<file path="src/rtl/sao_pkg.sv">
package sao_pkg;
  localparam int ACC_W = 32;
  localparam int HALF_W = 16;
  localparam int STACK_DEPTH = 8;
  localparam int PC_W = 16;
  // Register byte offsets
  localparam logic [7:0] ADDR_CTRL = 8'h00;
  localparam logic [7:0] ADDR_ACC = 8'h04;
  localparam logic [7:0] ADDR_PRODUCT = 8'h08;
  localparam logic [7:0] ADDR_STATUS = 8'h0C;
  localparam logic [7:0] ADDR_STACK_HEAD = 8'h10;
  localparam logic [7:0] ADDR_PC = 8'h14;
  localparam logic [7:0] ADDR_MEM = 8'h18;
  // Status field positions
  localparam int BIT_CARRY = 0;
  localparam int BIT_FSYNC = 1;
  localparam int BIT_HOLD = 2;
  localparam int PM_LO = 3;
  localparam logic [31:0] STATUS_RESET = 32'h0000_0006;
  localparam logic [1:0] RESP_OKAY = 2'h0;
  localparam logic [1:0] RESP_SLVERR = 2'h2;
  // Byte lane of the control word that carries the op code
  localparam int OP_LANE = 0;
  // Product shift amounts for select codes 1, 2 and 3
  localparam int PSHIFT_SEL1_LEFT = 1;
  localparam int PSHIFT_SEL2_LEFT = 4;
  localparam int PSHIFT_SEL3_RIGHT = 6;
  typedef enum logic [3:0] {
    OP_NONE = 4'h0, OP_LOAD_PRODUCT = 4'h1, OP_POP = 4'h2,
    OP_STACK_TO_MEM = 4'h3, OP_MEM_TO_STACK = 4'h4, OP_PUSH = 4'h5,
    OP_SUB_EXIT = 4'h6, OP_CLR_CARRY = 4'h7, OP_CLR_FSYNC = 4'h8,
    OP_CLR_HOLD = 4'h9, OP_ROT_LEFT = 4'hA, OP_ROT_RIGHT = 4'hB
  } sao_op_t;
  typedef struct packed {
    logic [1:0] product_shift_select;
    logic hold_behaviour_select;
    logic frame_sync_required;
    logic carry;
  } sao_status_t;
endpackage

</file>
<file path="src/rtl/sao_core.sv">
module sao_core
  import sao_pkg::*;
#(
  parameter int DEPTH = STACK_DEPTH
) (
  input wire logic mclk, // Core clock
  input wire logic rst_n, // Async reset, active low
  input wire logic [7:0] s_axi_awaddr, // Write address
  input wire logic s_axi_awvalid, // Write address valid
  output logic s_axi_awready, // Write address ready
  input wire logic [31:0] s_axi_wdata, // Write data
  input wire logic [3:0] s_axi_wstrb, // Write strobes
  input wire logic s_axi_wvalid, // Write data valid
  output logic s_axi_wready, // Write data ready
  output logic [1:0] s_axi_bresp, // Write response
  output logic s_axi_bvalid, // Write response valid
  input wire logic s_axi_bready, // Write response ready
  input wire logic [7:0] s_axi_araddr, // Read address
  input wire logic s_axi_arvalid, // Read address valid
  output logic s_axi_arready, // Read address ready
  output logic [31:0] s_axi_rdata, // Read data
  output logic [1:0] s_axi_rresp, // Read response
  output logic s_axi_rvalid, // Read data valid
  input wire logic s_axi_rready, // Read data ready
  output logic frame_sync_required, // Serial port needs frame pulses
  output logic hold_behaviour_select // Hold mode select
);
  // The copy-up pop needs a head and at least one level beneath it
  if (DEPTH < 2) begin
    $error("DEPTH must be at least 2");
  end

  // Datapath state
  logic [ACC_W-1:0] acc;
  logic [ACC_W-1:0] product;
  logic [PC_W-1:0] pc;
  logic [HALF_W-1:0] mem_word;
  sao_status_t status;
  logic [HALF_W-1:0] stack [DEPTH];
  // Write side bookkeeping
  logic [7:0] aw_addr;
  logic [31:0] w_data;
  logic [3:0] w_strb;
  logic aw_have;
  logic w_have;
  logic wr_fire;
  logic op_go;
  sao_op_t op;
  logic aw_take;
  logic w_take;
  logic next_aw_have;
  logic next_w_have;
  logic next_bvalid;

  // Reset value of the status flops, cut from the bus-wide constant
  localparam sao_status_t STATUS_INIT =
    STATUS_RESET[$bits(sao_status_t)-1:0];

  // Merge strobed bytes over an old value
  function automatic logic [31:0] merge(input logic [31:0] old_v,
                                        input logic [31:0] new_v,
                                        input logic [3:0] strb);
    logic [31:0] r;
    r = old_v;
    for (int i = 0; i < 4; i++) begin
      if (strb[i]) r[i*8 +: 8] = new_v[i*8 +: 8];
    end
    return r;
  endfunction

  // Product shift: 0 none, 1 left 1, 2 left 4, 3 right 6 signed
  function automatic logic [ACC_W-1:0] shift_product(
      input logic [ACC_W-1:0] p, input logic [1:0] sel);
    logic [ACC_W-1:0] r;
    r = p;
    case (sel)
      2'h1: r = p << PSHIFT_SEL1_LEFT;
      2'h2: r = p << PSHIFT_SEL2_LEFT;
      2'h3: r = ACC_W'($signed(p) >>> PSHIFT_SEL3_RIGHT);
      default: r = p;
    endcase
    return r;
  endfunction

  // Offsets that take a write; the stack head is read-only from the bus
  function automatic logic writable(input logic [7:0] a);
    return a == ADDR_CTRL || a == ADDR_ACC || a == ADDR_PRODUCT
           || a == ADDR_STATUS || a == ADDR_PC || a == ADDR_MEM;
  endfunction

  // Status as a bus word; bits above the fields read as zero
  function automatic logic [ACC_W-1:0] status_word(input sao_status_t s);
    return ACC_W'(s);
  endfunction

  // Status fields cut back out of a bus word
  function automatic sao_status_t status_of(input logic [ACC_W-1:0] w);
    return w[$bits(sao_status_t)-1:0];
  endfunction

  // Handshake terms of this cycle
  assign aw_take = s_axi_awvalid && s_axi_awready;
  assign w_take = s_axi_wvalid && s_axi_wready;
  assign wr_fire = aw_have && w_have && !s_axi_bvalid;
  assign op_go = wr_fire && aw_addr == ADDR_CTRL && w_strb[OP_LANE];
  assign op = sao_op_t'(w_data[$bits(sao_op_t)-1:0]);

  // Next holding state of the write side, worked out one cycle ahead
  // so that the ready outputs can be plain flops
  always_comb begin
    next_aw_have = aw_have;
    next_w_have = w_have;
    next_bvalid = s_axi_bvalid;
    if (aw_take) begin
      next_aw_have = 1'b1;
    end else if (wr_fire) begin
      next_aw_have = 1'b0;
    end
    if (w_take) begin
      next_w_have = 1'b1;
    end else if (wr_fire) begin
      next_w_have = 1'b0;
    end
    if (wr_fire) begin
      next_bvalid = 1'b1;
    end else if (s_axi_bready) begin
      next_bvalid = 1'b0;
    end
  end

  // Write channel capture; address and data accepted in either order
  always_ff @(posedge mclk or negedge rst_n) begin
    if (!rst_n) begin
      aw_have <= 1'b0;
      w_have <= 1'b0;
      aw_addr <= 8'h00;
      w_data <= 32'h0000_0000;
      w_strb <= 4'h0;
    end else begin
      aw_have <= next_aw_have;
      w_have <= next_w_have;
      if (aw_take) aw_addr <= s_axi_awaddr;
      if (w_take) begin
        w_data <= s_axi_wdata;
        w_strb <= s_axi_wstrb;
      end
    end
  end

  // Readies are flops fed from the next state, so each channel takes at
  // most one item per write and nothing while a response waits
  always_ff @(posedge mclk or negedge rst_n) begin
    if (!rst_n) begin
      s_axi_awready <= 1'b0;
      s_axi_wready <= 1'b0;
    end else begin
      s_axi_awready <= !next_aw_have && !next_bvalid;
      s_axi_wready <= !next_w_have && !next_bvalid;
    end
  end

  // Write response; unmapped or read-only offsets answer with an error
  always_ff @(posedge mclk or negedge rst_n) begin
    if (!rst_n) begin
      s_axi_bvalid <= 1'b0;
      s_axi_bresp <= RESP_OKAY;
    end else begin
      s_axi_bvalid <= next_bvalid;
      if (wr_fire) begin
        s_axi_bresp <= writable(aw_addr) ? RESP_OKAY : RESP_SLVERR;
      end
    end
  end

  // Accumulator, product, PC, memory word and status
  // Ops and plain register writes never meet in one cycle, since
  // op_go is only ever true together with wr_fire
  always_ff @(posedge mclk or negedge rst_n) begin
    if (!rst_n) begin
      acc <= '0;
      product <= '0;
      pc <= '0;
      mem_word <= '0;
      status <= STATUS_INIT;
    end else if (op_go) begin
      case (op)
        OP_LOAD_PRODUCT:
          acc <= shift_product(product, status.product_shift_select);
        OP_POP: acc <= {{HALF_W{1'b0}}, stack[0]};
        OP_STACK_TO_MEM: mem_word <= stack[0];
        OP_SUB_EXIT: pc <= stack[0];
        OP_CLR_CARRY: status.carry <= 1'b0;
        OP_CLR_FSYNC: status.frame_sync_required <= 1'b0;
        OP_CLR_HOLD: status.hold_behaviour_select <= 1'b0;
        OP_ROT_LEFT: begin
          acc <= {acc[ACC_W-2:0], status.carry};
          status.carry <= acc[ACC_W-1];
        end
        OP_ROT_RIGHT: begin
          acc <= {status.carry, acc[ACC_W-1:1]};
          status.carry <= acc[0];
        end
        default: acc <= acc;
      endcase
    end else if (wr_fire) begin
      case (aw_addr)
        ADDR_ACC: acc <= merge(acc, w_data, w_strb);
        ADDR_PRODUCT: product <= merge(product, w_data, w_strb);
        ADDR_PC: pc <= PC_W'(merge(ACC_W'(pc), w_data, w_strb));
        ADDR_MEM:
          mem_word <= HALF_W'(merge(ACC_W'(mem_word), w_data, w_strb));
        ADDR_STATUS:
          status <= status_of(merge(status_word(status), w_data, w_strb));
        default: mem_word <= mem_word;
      endcase
    end
  end

  // Hardware stack; no reset, no underflow or overflow flags
  // Pops copy upward and keep the bottom, so it replicates on exhaustion
  // Contents are unknown after reset; nothing marks a level as empty, so
  // software fills every level before it trusts what a pop returns
  always_ff @(posedge mclk) begin
    if (op_go) begin
      case (op)
        OP_POP, OP_STACK_TO_MEM, OP_SUB_EXIT: begin
          for (int i = 0; i < DEPTH - 1; i++) begin
            stack[i] <= stack[i+1];
          end
        end
        OP_PUSH, OP_MEM_TO_STACK: begin
          for (int i = 1; i < DEPTH; i++) begin
            stack[i] <= stack[i-1];
          end
          stack[0] <= (op == OP_PUSH) ? acc[HALF_W-1:0] : mem_word;
        end
        default: stack[0] <= stack[0];
      endcase
    end
  end

  // Read channel; one read outstanding
  // arready pulses one cycle per request, so a held arvalid is taken
  // once; the address is decoded at the handshake edge
  always_ff @(posedge mclk or negedge rst_n) begin
    if (!rst_n) begin
      s_axi_arready <= 1'b0;
      s_axi_rvalid <= 1'b0;
      s_axi_rdata <= 32'h0000_0000;
      s_axi_rresp <= RESP_OKAY;
    end else begin
      s_axi_arready <= !s_axi_arready && !s_axi_rvalid && s_axi_arvalid;
      if (s_axi_arvalid && s_axi_arready) begin
        s_axi_rvalid <= 1'b1;
        s_axi_rresp <= RESP_OKAY;
        case (s_axi_araddr)
          ADDR_CTRL: s_axi_rdata <= 32'h0000_0000;
          ADDR_ACC: s_axi_rdata <= acc;
          ADDR_PRODUCT: s_axi_rdata <= product;
          ADDR_STATUS: s_axi_rdata <= status_word(status);
          ADDR_STACK_HEAD: s_axi_rdata <= ACC_W'(stack[0]);
          ADDR_PC: s_axi_rdata <= ACC_W'(pc);
          ADDR_MEM: s_axi_rdata <= ACC_W'(mem_word);
          default: begin
            s_axi_rdata <= 32'h0000_0000;
            s_axi_rresp <= RESP_SLVERR;
          end
        endcase
      end else if (s_axi_rready) begin
        s_axi_rvalid <= 1'b0;
      end
    end
  end

  // Mode outputs registered from status
  // One flop behind status: the serial and hold logic see a new mode
  // one cycle after the write or clear op that made it
  always_ff @(posedge mclk or negedge rst_n) begin
    if (!rst_n) begin
      frame_sync_required <= STATUS_RESET[BIT_FSYNC];
      hold_behaviour_select <= STATUS_RESET[BIT_HOLD];
    end else begin
      frame_sync_required <= status.frame_sync_required;
      hold_behaviour_select <= status.hold_behaviour_select;
    end
  end
endmodule

</file>
<file path="config.mk">
export PLATFORM = sky130hd
export DESIGN_NAME = sao_core
export DESIGN_NICKNAME = d
export VERILOG_FILES = /design/src/rtl/sao_pkg.sv /design/src/rtl/sao_core.sv
export SDC_FILE = /design/constraint.sdc
export NUM_CORES = 1
export LEC_CHECK = 0
export BUFFER_PORTS_ARGS = -buffer_cell sky130_fd_sc_hd__buf_4
export CAP_MARGIN = 0
export CORE_ASPECT_RATIO = 0.7
export CORE_MARGIN = 4
export CORE_UTILIZATION = 45
export DETAILED_ROUTE_END_ITERATION = 8
export PLACE_DENSITY = 0.71
export SYNTH_ARGS = -nofsm -noshare
export SYNTH_HDL_FRONTEND = slang
export SYNTH_SLANG_ARGS = --single-unit
export TNS_END_PERCENT = 100
</file>
<file path="constraint.sdc">
create_clock -name mclk -period 9.9 [get_ports mclk]
set_input_delay 0.495 -clock mclk [delete_from_list [all_inputs] [get_ports mclk]]
set_output_delay 0.495 -clock mclk [all_outputs]
set_load 0.005 [all_outputs]
</file>
==> qor.csv <==
metric,value,unit
first-pass GRT wire length,65300,µm
R2R Path End,stack[0][61],
share of post-route cells with drive strength above 1,0.284,
die area,37800,µm²
Final Max Tran Viols,0,
DRT antenna net count,0,
drt drc,0,
RSZ-0062 raised after global routing,false,
headroom to the max-slew limit,0.174,
H-tree lvl count,1,
root buf cell,clkbuf_16,
clock share of power,0.303,
n_diodes,0,
hold_buf cts,1,
Filler cells,2942,
P&R area growth vs syn,13.4,%
Skew-Pair Late Insertion Delay,570,ps
"Reg clk slew, reported paths",70,ps
Critical Path End Type,flip-flop,
Startpoint Class,flip-flop,
power density cells,210,nW/µm²
flop-to-flop setup slack,5510,ps
drt wl/cell,22.9,µm
leading area contributor after synthesis,dfrtp_1,
Syn Area/Cell,12.4,µm²
clk_skew,25.7,ps
routed vias,11287,
FF-to-FF Start,aw_addr[2],
Reg2Reg Depth,6,
CTS buffer count,29,
Synth area leaders,"dfrtp_1, edfxtp_1, mux2_2",
core area,33900,µm²
CTS tree,built,
area post-placement,16800,µm²
top cell type's share of synthesized area,0.294,
Die Wd,231,µm
Post-DP HPWL,28400,µm
WP data arrival,4580,ps
nets,1383,
Worst Hold Path EP,s_axi_rvalid,
"Async S/R FF share, synth",0.595,
GP Congestion,0.907,
hold crit path type,in -> reg,
Final min period,4390,ps
peak supply drop,0.130,mV
combinational share of power,0.228,
Routed WL,41500,µm
Crit Path Class,reg -> reg,
final hold viol count,0,
Internal,2.51,mW
Port Buffers,99,
Post-Syn Area,15600,µm²
Flop pwr share,0.469,
Yosys reg bits,316,
Synth Warn #,0,
Vias/cell,6.24,
Crit path required time,10100,ps
hold path depth,2,
NetSw,1.21,mW
number of global-route vias before repair,11031,
Sw Share,0.325,
Rows,56,
unique cell type count in the Yosys netlist,73,
antenna violations before repair,0,
# setup viols final,0,
Clock Path Buffers,3,
pre-CTS setup slack,5560,ps
Final WS setup,5510,ps
"EDFF count, synth",128,
final instance area,17700,µm²
CTS Sinks,316,
drt pass-1 iters,5,
Die H,164,µm
Sum Neg Setup Slack,0,ps
HP Start,s_axi_rready,
Post CTS Setup Buffer Count,0,
sequential share of the synthesized area,0.547,
CP Max Fanout,66,
Worst-Margin Slew,1240,ps
post-CTS sizing,0,
pin count of the biggest net entering global routing,81,
max_cap viols,0,
fmax,228,MHz
gr usage total,0.217,
Syn Inst Count,1260,
leakage power,6.89,nW
Ports,102,
Congestion Overflow GR,0,
Final period util,0.443,
Initial DRC Count,1324,
Post-synth top flop,dfrtp_1,
status,completed,
Initial Util,0.461,
==> worst max-delay path by stage <==
| stage | startpoint | slack (ps) | depth (start not counted) | end |
|---|---|---|---|---|
| finish | aw_addr[2] | 5510 | 6 | stack[0][61] |
| detailed placement | aw_addr[2] | 5560 | 6 | stack[0][93] |
| global route | aw_addr[2] | 5210 | 6 | stack[0][62] |
| floorplan | aw_addr[1] | 6510 | 5 | stack[0][100] |
| global placement | aw_addr[2] | 5710 | 6 | stack[0][62] |
| CTS | aw_addr[2] | 5550 | 6 | stack[0][102] |
==> synth_stat cells (5+ instances only) <==
| cell type | instances |
|---|---|
| a222oi_1 | 5 |
| inv_1 | 17 |
| buf_1 | 7 |
| a31oi_1 | 11 |
| a21boi_0 | 5 |
| o21ai_0 | 51 |
| nand4_1 | 11 |
| nor3b_1 | 5 |
| a221oi_1 | 6 |
| nor2_1 | 80 |
| a21oi_1 | 59 |
| a32oi_1 | 5 |
| nand2_1 | 80 |
| mux2_2 | 176 |
| o32ai_1 | 6 |
| edfxtp_1 | 128 |
| clkbuf_1 | 48 |
| a22o_1 | 64 |
| nor2b_1 | 8 |
| dfrtp_1 | 184 |
| a221o_1 | 16 |
| mux2i_1 | 67 |
| a211o_1 | 5 |
| mux2_1 | 6 |
| nand2b_1 | 5 |
| nor3_1 | 9 |
| a2bb2oi_1 | 7 |
| a22oi_1 | 14 |
| a211oi_1 | 7 |
| mux4_2 | 16 |
| nand3_1 | 19 |
| buf_2 | 32 |
| o22ai_1 | 10 |
| nor4_1 | 7 |
==> per-stage QoR <==
step / util / cells / hold WS (ps) / total power [mW]
3_3_place_gp: 0.495 / 1756 / 397 / 2.56
4_1_cts: 0.523 / 1810 / 130 / 3.72
5_1_grt: 0.523 / 1810 / 130 / 3.89
2_1_floorplan: - / 1261 / 199 / 2.28
3_5_place_dp: 0.495 / 1756 / 399 / 2.59
6_report: 0.523 / 1810 / 149 / 3.72
==> layer usage <==
| layer | up-vias | share of wire | global-route usage |
|---|---|---|---|
| met5 | - | 0 | 0 |
| met4 | 0 | 0.015 | 0.0331 |
| met3 | 48 | 0.11 | 0.0688 |
| met2 | 558 | 0.42 | 0.307 |
| met1 | 5700 | 0.46 | 0.335 |
| li1 | 4981 | - | - |
==> state kept, by name, indices dropped and copies added (netlist names) <==
register / flops
frame_sync_required: 1
hold_behaviour_select: 1
acc: 32
product: 32
s_axi_rvalid: 1
pc: 16
s_axi_bresp: 1
aw_have: 1
s_axi_rresp: 1
mem_word: 16
status: 5
s_axi_awready: 1
s_axi_arready: 1
stack: 128
s_axi_bvalid: 1
w_data: 32
s_axi_wready: 1
s_axi_rdata: 32
aw_addr: 8
w_strb: 4
w_have: 1
==> cells by family after synthesis <==
kind of cell	synth area share
buffers and inverters	0.0292
AOI/OAI and AO/OA	0.137
DFF	0.547
muxes	0.197
xor gates and xnor gates	0.000560
and+or+nand+nor	0.0887
other	0.000240
==> critical path: stages, from the launching register on <==
cell and delay, ps:
dfrtp_1 540, nor4_2 570, nand3_2 120, buf_4 320, a2111oi_4 1090, or2_4 550
buf_4 710
==> power groups by stage <==
stage | clock network, mW | logic, mW | registers (mW)
after floorplan | 0 | 0.622 | 1.66
after global placement | 0 | 0.812 | 1.75
after detailed placement | 0 | 0.828 | 1.76
after CTS | 1.15 | 0.833 | 1.74
after global routing | 1.21 | 0.911 | 1.77
final | 1.13 | 0.848 | 1.75
==> final cells by class <==
type / count / area (µm²) / share of cell area
sequential: 316 / 8550 / 0.482
multi-input combinational: 838 / 6660 / 0.375
timing repair buffer: 122 / 925 / 0.0521
clock buffer: 39 / 823 / 0.0464
tap: 464 / 581 / 0.0327
clock inverter: 14 / 130 / 0.00734
inverter: 17 / 63.8 / 0.00360
==> placed cells by master (no fill, tap or decap), types with 5 or more instances in the layout <==
master     count
clkbuf_8       7
a22o_1        64
inv_1         17
mux4_2        16
a221o_1       16
mux2_2       176
nand3_1       19
nand2b_1       5
a31oi_1       11
nor2b_1        8
a32oi_1        5
a222oi_1       5
a21boi_0       5
edfxtp_1     128
dfrtp_1      183
nand2_1       79
o32ai_1        6
clkbuf_16     29
buf_4        120
a211o_1        5
o21ai_0       51
mux2i_1       67
a211oi_1       7
nor2_1        80
a21oi_1       59
nand4_1       11
mux2_1         6
o22ai_1       10
a22oi_1       14
nor4_1         7
a2bb2oi_1      7
nor3_1         8
a221oi_1       6
(Power assumes the default switching activity.)
